==> config.mk <==
export PLATFORM = sky130hd
export DESIGN_NAME = lpm_ctrl
export DESIGN_NICKNAME = d
export VERILOG_FILES = /design/src/rtl/lpm_pkg.sv /design/src/rtl/lpm_sync.sv /design/src/rtl/lpm_clk_div.sv /design/src/rtl/lpm_ctrl.sv
export SDC_FILE = /design/constraint.sdc
export NUM_CORES = 1
export LEC_CHECK = 0
export CORE_MARGIN = 1.5
export CORE_UTILIZATION = 30
export CTS_BUF_LIST = sky130_fd_sc_hd__clkbuf_16
export CTS_CLUSTER_SIZE = 24
export DETAILED_ROUTE_END_ITERATION = 8
export DONT_BUFFER_PORTS = 1
export GPL_TIMING_DRIVEN = 0
export MAX_ROUTING_LAYER = met4
export PLACE_DENSITY_LB_ADDON = 0.25
export RECOVER_POWER = 25
export SKIP_LAST_GASP = 1
export SYNTH_ARGS = -nofsm -noshare
export SYNTH_HDL_FRONTEND = slang
export SYNTH_SLANG_ARGS = --single-unit
==> constraint.sdc <==
create_clock -name mclk -period 3.2 [get_ports mclk]
set_input_delay 0.32 -clock mclk [delete_from_list [all_inputs] [get_ports mclk]]
set_output_delay 0.32 -clock mclk [all_outputs]
set_load 0.02 [all_outputs]
==> src/rtl/lpm_pkg.sv <==
// Shared types and constants for the low-power mode controller
`default_nettype none
package lpm_pkg;
  // Peripheral clock groups, one bit each:
  // 0 adc, 1 cmp, 2 lptmr, 3 rtc, 4 pin_irq, 5 osc, 6 lpit, 7 serial, 8 dma, 9 ftm
  localparam int NUM_PERIPH = 10;
  localparam int NUM_WAKE = 8;
  localparam logic [NUM_PERIPH-1:0] STOP_KEEP_MASK = 10'h01f;
  localparam logic [NUM_PERIPH-1:0] VERY_LOW_POWER_STOP_KEEP_MASK = 10'h1ef;
  localparam logic [NUM_PERIPH-1:0] ALL_PERIPH_MASK = 10'h3ff;

  // Clock divider outputs
  localparam int DIV_W = 4;
  localparam int NUM_CLK = 3;
  localparam int CLK_MASTER = 0;
  localparam int CLK_SLAVE = 1;
  localparam int CLK_FLASH = 2;
  localparam logic [DIV_W-1:0] DIV_CNT_RESET = 4'h0;

  // Flash configuration byte that carries the security field
  localparam logic [31:0] FCF_SEC_ADDR = 32'h0000_040e;
  localparam int SEC_FIELD_LSB = 0;
  localparam int SEC_FIELD_W = 2;
  localparam logic [SEC_FIELD_W-1:0] SEC_UNSECURE_CODE = 2'h2;

  typedef enum logic [1:0] {
    RUN_NORMAL,
    RUN_VLP,
    RUN_HS
  } lpm_run_type;

  typedef enum logic [2:0] {
    ST_RUN,
    ST_VERY_LOW_POWER_RUN,
    ST_HIGH_SPEED_RUN,
    ST_WAIT,
    ST_VERY_LOW_POWER_WAIT,
    ST_STOP,
    ST_VERY_LOW_POWER_STOP,
    ST_WAKE
  } lpm_state_type;

  typedef struct packed {
    logic sleep_until_interrupt_instr;
    logic sleep_until_event_instr;
    logic deep;
    lpm_run_type run_req;
  } lpm_core_req_type;

  typedef struct packed {
    logic core_active;
    logic core_sleep;
    logic nested_vector_irq_ctl_on;
    logic async_wake_controller_on;
    logic lvd_on;
    logic reduced_freq;
    logic sram_retain;
    logic reg_retain;
  } lpm_pwr_stat_type;

  localparam lpm_pwr_stat_type PWR_RUN = '{core_active: 1'h1, core_sleep: 1'h0,
    nested_vector_irq_ctl_on: 1'h1, async_wake_controller_on: 1'h0, lvd_on: 1'h1, reduced_freq: 1'h0,
    sram_retain: 1'h1, reg_retain: 1'h1};
endpackage : lpm_pkg
`default_nettype wire

==> src/rtl/lpm_sync.sv <==
// Two-flop synchroniser for asynchronous wake inputs
`default_nettype none
module lpm_sync #(
  parameter int W = 1
) (
  input wire logic mclk,
  input wire logic rst,
  input wire logic [W-1:0] d_async,
  output logic [W-1:0] q
);
  logic [W-1:0] meta;

  always_ff @(posedge mclk) begin
    if (rst) begin
      meta <= '0;
      q <= '0;
    end else begin
      meta <= d_async;
      q <= meta;
    end
  end
endmodule : lpm_sync
`default_nettype wire

==> src/rtl/lpm_clk_div.sv <==
// Programmable clock divider producing a one-cycle enable tick
`default_nettype none
module lpm_clk_div
  import lpm_pkg::*;
#(
  parameter int W = DIV_W
) (
  input wire logic mclk,
  input wire logic rst,
  input wire logic [W-1:0] div,
  output logic tick
);
  logic [W-1:0] cnt;

  // Tick once every div+1 cycles; div of zero gives a tick each cycle
  always_ff @(posedge mclk) begin
    if (rst) begin
      cnt <= W'(DIV_CNT_RESET);
      tick <= 1'h0;
    end else if (cnt >= div) begin
      cnt <= W'(DIV_CNT_RESET);
      tick <= 1'h1;
    end else begin
      cnt <= cnt + W'(1);
      tick <= 1'h0;
    end
  end
endmodule : lpm_clk_div
`default_nettype wire

==> src/rtl/lpm_ctrl.sv <==
// Power-mode controller: mode sequencing, clock gating, security and flash gating
// Behaviour
// - Sleep instruction enters wait-class or stop-class mode per deep-sleep setting.
// - Run and very-low-power run keep core active; clock speed, voltage monitor and flash access differ.
// - Wait modes halt core; enabled peripherals keep their clocks.
// - Stop modes disable core; stop gates osc, lpit, serial, dma and ftm, very-low-power stop only pin_irq and ftm; retention per mode.
// - Wake from wait modes comes through the nested interrupt controller.
// - Wake from stop modes comes through the async wake controller.
// - Very-low-power run reduces clocks and turns the voltage monitor off.
// - Very-low-power wait reduces clocks, monitor off, core sleeping.
// - Stop gates most clocks, retains registers and SRAM, monitor stays on.
// - Stop keeps converter, comparator, timer, clock, pin interrupts; interrupt ctl off.
// - Very-low-power stop retains SRAM, keeps listed modules; monitor, interrupt ctl off.
// - Security from flash config byte blocks debug memory access.
// - Debugger mass-erase request on secured part runs erase-all, then unsecures.
// - High-speed run and very-low-power modes refuse EEPROM writes and flash commands.
// - Divide clock for masters, slaves, flash; per-module clock gates.
// - Stop-class wake requests clock restart; interrupt ctl then services it.
`default_nettype none
module lpm_ctrl
  import lpm_pkg::*;
#(
  parameter logic [SEC_FIELD_W-1:0] UNSECURE_CODE = SEC_UNSECURE_CODE
) (
  input wire logic mclk,
  input wire logic rst,
  input wire lpm_pkg::lpm_core_req_type core_req,
  input wire logic irq_pending,
  input wire logic event_in,
  input wire logic [lpm_pkg::NUM_WAKE-1:0] wake_async,
  input wire logic clk_stable,
  input wire logic [lpm_pkg::NUM_CLK-1:0][lpm_pkg::DIV_W-1:0] div_cfg,
  input wire logic [lpm_pkg::NUM_PERIPH-1:0] module_gate,
  input wire logic cfg_rd_valid,
  input wire logic [7:0] cfg_rd_data,
  input wire logic dbg_mem_req,
  input wire logic dbg_mass_erase_wr,
  input wire logic erase_all_done,
  input wire logic flash_cmd_req,
  input wire logic eeprom_wr_req,
  output lpm_pkg::lpm_state_type mode,
  output lpm_pkg::lpm_pwr_stat_type pwr_stat,
  output logic [lpm_pkg::NUM_PERIPH-1:0] periph_clk_en,
  output logic [lpm_pkg::NUM_CLK-1:0] clk_en,
  output logic clk_restart_req,
  output logic cfg_rd_req,
  output logic [31:0] cfg_rd_addr,
  output logic secured,
  output logic dbg_mem_grant,
  output logic dbg_mem_deny,
  output logic mass_erase_busy,
  output logic erase_all_launch,
  output logic flash_cmd_grant,
  output logic flash_cmd_reject,
  output logic eeprom_wr_grant,
  output logic eeprom_wr_refuse
);
  import lpm_pkg::*;
  lpm_state_type next_mode;
  lpm_state_type saved_mode;
  logic [NUM_WAKE-1:0] wake_sync;
  logic [NUM_CLK-1:0] div_tick;
  logic wake_any;
  logic wfe_armed;
  logic from_stop;
  logic erase_launched;
  logic flash_ok;
  logic sleep_req;
  function automatic logic is_stop_class(input lpm_state_type s);
    return (s == ST_STOP) || (s == ST_VERY_LOW_POWER_STOP);
  endfunction : is_stop_class
  function automatic logic is_run_class(input lpm_state_type s);
    return (s == ST_RUN) || (s == ST_VERY_LOW_POWER_RUN) || (s == ST_HIGH_SPEED_RUN);
  endfunction : is_run_class
  function automatic lpm_state_type run_of(input lpm_run_type r);
    unique case (r)
      RUN_NORMAL: return ST_RUN;
      RUN_VLP: return ST_VERY_LOW_POWER_RUN;
      RUN_HS: return ST_HIGH_SPEED_RUN;
      default: return ST_RUN;
    endcase
  endfunction : run_of
  function automatic lpm_pwr_stat_type pwr_of(input lpm_state_type s);
    lpm_pwr_stat_type p;
    logic vlp;
    vlp = (s == ST_VERY_LOW_POWER_RUN) || (s == ST_VERY_LOW_POWER_WAIT) || (s == ST_VERY_LOW_POWER_STOP);
    p = PWR_RUN;
    p.core_active = is_run_class(s);
    p.core_sleep = !is_run_class(s);
    p.nested_vector_irq_ctl_on = !is_stop_class(s);
    p.async_wake_controller_on = is_stop_class(s);
    p.lvd_on = !vlp;
    p.reduced_freq = vlp;
    // Only SRAM survives very-low-power stop
    p.reg_retain = (s != ST_VERY_LOW_POWER_STOP);
    return p;
  endfunction : pwr_of
  function automatic logic [NUM_PERIPH-1:0] keep_of(input lpm_state_type s);
    unique case (s)
      ST_STOP: return STOP_KEEP_MASK;
      ST_VERY_LOW_POWER_STOP: return VERY_LOW_POWER_STOP_KEEP_MASK;
      default: return ALL_PERIPH_MASK;
    endcase
  endfunction : keep_of
  // Wake pins are asynchronous to mclk
  lpm_sync #(
    .W(NUM_WAKE)
  ) u_wake_sync (
    .mclk(mclk),
    .rst(rst),
    .d_async(wake_async),
    .q(wake_sync)
  );
  assign wake_any = |wake_sync;
  assign sleep_req = core_req.sleep_until_interrupt_instr || core_req.sleep_until_event_instr;
  assign flash_ok = !((mode == ST_HIGH_SPEED_RUN) || (mode == ST_VERY_LOW_POWER_RUN) ||
                      (mode == ST_VERY_LOW_POWER_WAIT) || (mode == ST_VERY_LOW_POWER_STOP));
  always_comb begin
    next_mode = mode;
    unique case (mode)
      ST_RUN, ST_VERY_LOW_POWER_RUN, ST_HIGH_SPEED_RUN: begin
        if (sleep_req) begin
          if (core_req.deep) begin
            next_mode = (mode == ST_VERY_LOW_POWER_RUN) ? ST_VERY_LOW_POWER_STOP : ST_STOP;
          end else begin
            next_mode = (mode == ST_VERY_LOW_POWER_RUN) ? ST_VERY_LOW_POWER_WAIT : ST_WAIT;
          end
        end else begin
          next_mode = run_of(core_req.run_req);
        end
      end
      ST_WAIT, ST_VERY_LOW_POWER_WAIT: begin
        if (irq_pending || (wfe_armed && event_in)) begin
          next_mode = ST_WAKE;
        end
      end
      ST_STOP, ST_VERY_LOW_POWER_STOP: begin
        if (wake_any) begin
          next_mode = ST_WAKE;
        end
      end
      ST_WAKE: begin
        if (clk_stable) begin
          next_mode = saved_mode;
        end
      end
    endcase
  end

  always_ff @(posedge mclk) begin
    if (rst) begin
      mode <= ST_RUN;
    end else begin
      mode <= next_mode;
    end
  end
  // Remember the run mode and the kind of sleep for the way back
  always_ff @(posedge mclk) begin
    if (rst) begin
      saved_mode <= ST_RUN;
      wfe_armed <= 1'h0;
      from_stop <= 1'h0;
    end else if (is_run_class(mode) && sleep_req) begin
      saved_mode <= mode;
      wfe_armed <= core_req.sleep_until_event_instr && !core_req.sleep_until_interrupt_instr;
      from_stop <= core_req.deep;
    end
  end
  // Outputs decoded from the next mode so they line up with the mode flop
  always_ff @(posedge mclk) begin
    if (rst) begin
      pwr_stat <= PWR_RUN;
      periph_clk_en <= '0;
    end else begin
      pwr_stat <= pwr_of(next_mode);
      periph_clk_en <= module_gate & keep_of(next_mode);
    end
  end
  // Held until the clock generator reports stable clocks
  always_ff @(posedge mclk) begin
    if (rst) begin
      clk_restart_req <= 1'h0;
    end else begin
      clk_restart_req <= (is_stop_class(mode) && wake_any) ||
                         (mode == ST_WAKE && from_stop && !clk_stable);
    end
  end
  genvar gi;
  generate
    for (gi = 0; gi < NUM_CLK; gi++) begin : g_div
      lpm_clk_div #(
        .W(DIV_W)
      ) u_div (
        .mclk(mclk),
        .rst(rst),
        .div(div_cfg[gi]),
        .tick(div_tick[gi])
      );
    end
  endgenerate
  // Master clock follows the core; slave and flash clocks stop in deep sleep
  always_ff @(posedge mclk) begin
    if (rst) begin
      clk_en <= '0;
    end else begin
      clk_en[CLK_MASTER] <= div_tick[CLK_MASTER] && is_run_class(next_mode);
      clk_en[CLK_SLAVE] <= div_tick[CLK_SLAVE] && !is_stop_class(next_mode);
      clk_en[CLK_FLASH] <= div_tick[CLK_FLASH] && !is_stop_class(next_mode);
    end
  end
  // Part counts as secured until the configuration byte has been read
  always_ff @(posedge mclk) begin
    if (rst) begin
      cfg_rd_req <= 1'h1;
      cfg_rd_addr <= FCF_SEC_ADDR;
      secured <= 1'h1;
    end else if (cfg_rd_req && cfg_rd_valid) begin
      cfg_rd_req <= 1'h0;
      secured <= cfg_rd_data[SEC_FIELD_LSB +: SEC_FIELD_W] != UNSECURE_CODE;
    end else if (mass_erase_busy && erase_all_done) begin
      secured <= 1'h0;
    end
  end

  always_ff @(posedge mclk) begin
    if (rst) begin
      dbg_mem_grant <= 1'h0;
      dbg_mem_deny <= 1'h0;
    end else begin
      dbg_mem_grant <= dbg_mem_req && !secured;
      dbg_mem_deny <= dbg_mem_req && secured;
    end
  end
  // A new mailbox write beats a completion in the same cycle
  always_ff @(posedge mclk) begin
    if (rst) begin
      mass_erase_busy <= 1'h0;
    end else if (dbg_mass_erase_wr && secured) begin
      mass_erase_busy <= 1'h1;
    end else if (erase_all_done) begin
      mass_erase_busy <= 1'h0;
    end
  end
  // Launch waits for a mode in which flash commands are allowed
  always_ff @(posedge mclk) begin
    if (rst) begin
      erase_all_launch <= 1'h0;
      erase_launched <= 1'h0;
    end else begin
      erase_all_launch <= mass_erase_busy && !erase_launched && flash_ok;
      erase_launched <= mass_erase_busy && (erase_launched || flash_ok);
    end
  end

  always_ff @(posedge mclk) begin
    if (rst) begin
      flash_cmd_grant <= 1'h0;
      flash_cmd_reject <= 1'h0;
      eeprom_wr_grant <= 1'h0;
      eeprom_wr_refuse <= 1'h0;
    end else begin
      flash_cmd_grant <= flash_cmd_req && flash_ok;
      flash_cmd_reject <= flash_cmd_req && !flash_ok;
      eeprom_wr_grant <= eeprom_wr_req && flash_ok;
      eeprom_wr_refuse <= eeprom_wr_req && !flash_ok;
    end
  end
endmodule : lpm_ctrl
`default_nettype wire

==> flow_summary_export.csv <==
group,metric,value,unit
grt,grt_max_degree,14,
clock_network,cts.path.max_buffers,2,
sta,rsz0062_at_grt,"no",
logic_synthesis,post_synth_inst_count,300,
route,detail_route.vias_per_cell,4.11,
route,drt-pass1-iter-count,4,
route,wl_per_cell,11.9,um
hold_path,worst_hold_startpoint,"core_req[4]",
finish,fill_cells,1008,
setup_path,required,3.38,ns
setup_path,critical-path-top-delay-family,"simple AND/OR/NAND/NOR gates",
floorplan,floorplan.die.width,104,um
clock_network,cts_post_setup_buffers_inserted,0,
finish,syn2layout_area_growth,18.4,%
finish,fin_nets,412,
finish,layout-drive-gt1-share,17.0,%
floorplan,rows,36,
clock_network,inserted_clock_buffers,9,
logic_synthesis,synth_seq_area_share,46.9,%
setup_path,crit_path_top_delay_cell,"nor4_4",
finish,layoutNonFillerInstCount,480,
route,drt-total-wl,5690,um
setup_path,critPathCaptureType,"flip-flop",
hold_path,instance_count_along_the_most_critical_hold_path,1,
finish,area.sequential,1420,sq um
logic_synthesis,synth-seq-cells,71,
logic_synthesis,synth_top_flop_cell,"dfxtp_1",
sta,worst_clock_skew,0.00718,ns
route,via_count,1973,
logic_synthesis,ys_warn_count,0,
sta,drv_slew,0,
clock_network,tritoncts,"done",
setup_path,timing.critical_path.depth,9,
grt,global_route.usage.total,11.3,%
floorplan,initial_core_util,31.0,%
clock_network,path_clk_slew,0.06,ns
route,antenna_violating_nets_post_route,0,
clock_network,clkLatencyLatePin,0.32,ns
grt,globalRouteOverflowTotal,0,
logic_synthesis,ys_types,40,
setup_path,timing.critical_path.arrival,2.96,ns
logic_synthesis,synth_edf_count,0,
sta,final_setup_violation_count,0,
clock_network,clock-sinks,71,
power_and_ir_drop,power_leakage,1.62,nW
power_and_ir_drop,pwr_dens,661,nW/um^2
floorplan,die_height,104,um
route,drc_errors,0,
sta,worstMarginPinSlew,0.610,ns
hold_path,hold_class,"in2reg",
grt,initial_antenna_violation_count,0,
logic_synthesis,post_synthesis_instance_area,3030,sq um
floorplan,fp.coreArea,9770,sq um
setup_path,crit-reg2reg-launch,"mode[0]",
setup_path,critical_path_class,"reg2reg",
setup_path,cpPeakStageDelay,0.49,ns
sta,setup_tns,0,ns
power_and_ir_drop,ir_drop,0.262,mV
grt,via_count_of_the_first_global_routing_pass,1923,
logic_synthesis,synthArstFlopShare,0,%
clock_network,cts_max_level,3,
floorplan,design.die.area,10700,sq um
clock_network,postCtsHoldBufs,0,
setup_path,startpoint_type,"flip-flop",
setup_path,timing.critical_path.from,"mode[0]",
status,status,"completed",
place,dpl_wire_length,4280,um
sta,highest_clock_frequency_the_design_can_meet,0.360,GHz
finish,area_of_the_multi_input_gates,1360,sq um
sta,period_share,86.8,%
setup_path,critPathBufInv,2,
run,drv_cap,0,
clock_network,post_cts_resized,0,
sta,finalHoldViolCount,0,
route,dr.first_iter.drc_count,48,
grt,grt_pass1_wl,9190,um
setup_path,critPathMaxFanout,10,
sta,slew-limit-headroom,59.0,%
setup_path,rr_worst_depth,9,
finish,insertedDiodeCount,0,
setup_path,worstPathCellList,"buf_4 > nor3b_1 > inv_1 > ha_1 > o21bai_1 > a21oi_2 > nor4_4 > nor3b_4 > nor4b_1",
logic_synthesis,syn_area_per_cell,10.1,sq um
clock_network,cts-root-buf,"clkbuf_16",
sta,timing.final.crit_period,2.78,ns
place,numPortBuffers,0,
place,weighted_congestion_at_the_end_of_routability_driven_global_placement,0.790,
floorplan,ios,121,
place,dp.cells,464,
logic make-up (layout without fill, tap and decap cells):
family	after synthesis	in the layout	synth area share (%)
AND/OR/NAND/NOR	98	98	21.6
flip-flops	71	71	46.9
buffers and inverters	61	77	11.9
AO/OA/AOI/OAI	41	41	9.54
adder cells (fa/ha/maj)	16	16	6.61
XOR/XNOR	10	10	2.89
other	2	33	0.248
multiplexers	1	1	0.330
synthesized netlist by cell type, types with 6 or more instances:
library cell	instances	share of area [%]
nor2_1	18	2.2
a21o_1	10	2.5
dfxtp_1	71	47
buf_4	35	8.7
a211oi_1	6	1.5
nand2b_1	9	1.9
nor3b_1	10	2.5
clkbuf_1	6	0.74
a21oi_1	9	1.5
and2_1	13	2.7
inv_1	19	2.4
ha_1	16	6.6
nor2b_1	22	4.5
nand2_1	6	0.74
layout by cell type, fill, tap and decap left out, types with 2 or more instances in the layout:
cell and instances:
nor4b_1 4, nor2b_1 22, and2_1 13, xor2_1 5, a21oi_2 2, a211oi_1 6, nor3b_1 10, a21oi_1 9
nand3b_1 4, nor2_1 18, o21ai_1 2, o21ai_0 2, nand3_1 3, xnor2_1 5, conb_1 33, dfxtp_1 71
nand2_1 6, clkbuf_16 9, or4b_1 2, o22a_1 2, ha_1 16, clkinvlp_4 3, nand2b_1 9, a21o_1 10
clkbuf_1 6, inv_6 2, inv_1 20, buf_4 35, nor4_4 3
state kept, by name, indices dropped and copies added, names as in the netlist, 3 cells and up:
name / cells
g_div.u_div.cnt: 12
periph_clk_en: 10
u_wake_sync.meta: 8
u_wake_sync.q: 8
pwr_stat: 7
clk_en: 3
g_div.u_div.tick: 3
mode: 3
saved_mode: 3
power by group:
part | internal [mW] | switching (mW) | leakage (nW) | total [mW]
sequential | 0.969 | 0.109 | 0.585 | 1.08
combinational | 0.173 | 0.221 | 0.902 | 0.394
clock | 0.525 | 0.375 | 0.130 | 0.899
total | 1.67 | 0.704 | 1.62 | 2.37
worst paths after layout:
check	to	slack [ns]
hold reg to reg	erase_all_launch	0.42
setup reg to reg	periph_clk_en[9]	0.42
setup / recovery	periph_clk_en[9]	0.42
hold / removal	wfe_armed	0.09
layout make-up:
cell class | count | area share [%]
tap | 133 | 4.64
buffer | 42 | 8.09
inverter | 19 | 1.99
sequential | 71 | 39.6
clock inverter | 7 | 1.36
clock buffer | 9 | 6.28
multi-input combinational | 199 | 38.0
metrics by stage:
stage          total power [mW]  hold WS (ns)  instance area (sq um)  setup slack (ns)  util, %
3_5_place_dp               1.50         0.416                   3310             0.391     33.9
5_1_grt                    2.50        0.0823                   3590             0.230     36.7
3_3_place_gp               1.49         0.411                   3310             0.459     33.9
4_1_cts                    2.41        0.0774                   3590             0.374     36.7
2_1_floorplan              1.41         0.400                   3150             0.849        -
6_report                   2.37        0.0931                   3590             0.423     36.7
per-layer routing:
metal | vias up | share of wire, % | GRT usage (%)
met5 | - | 0 | -
met4 | 0 | 1.3 | 5.36
met1 | 852 | 46 | 13.4
met3 | 6 | 8.7 | 4.41
met2 | 102 | 44 | 16.7
li1 | 1013 | - | -
Power figures use the tool's default switching activity.
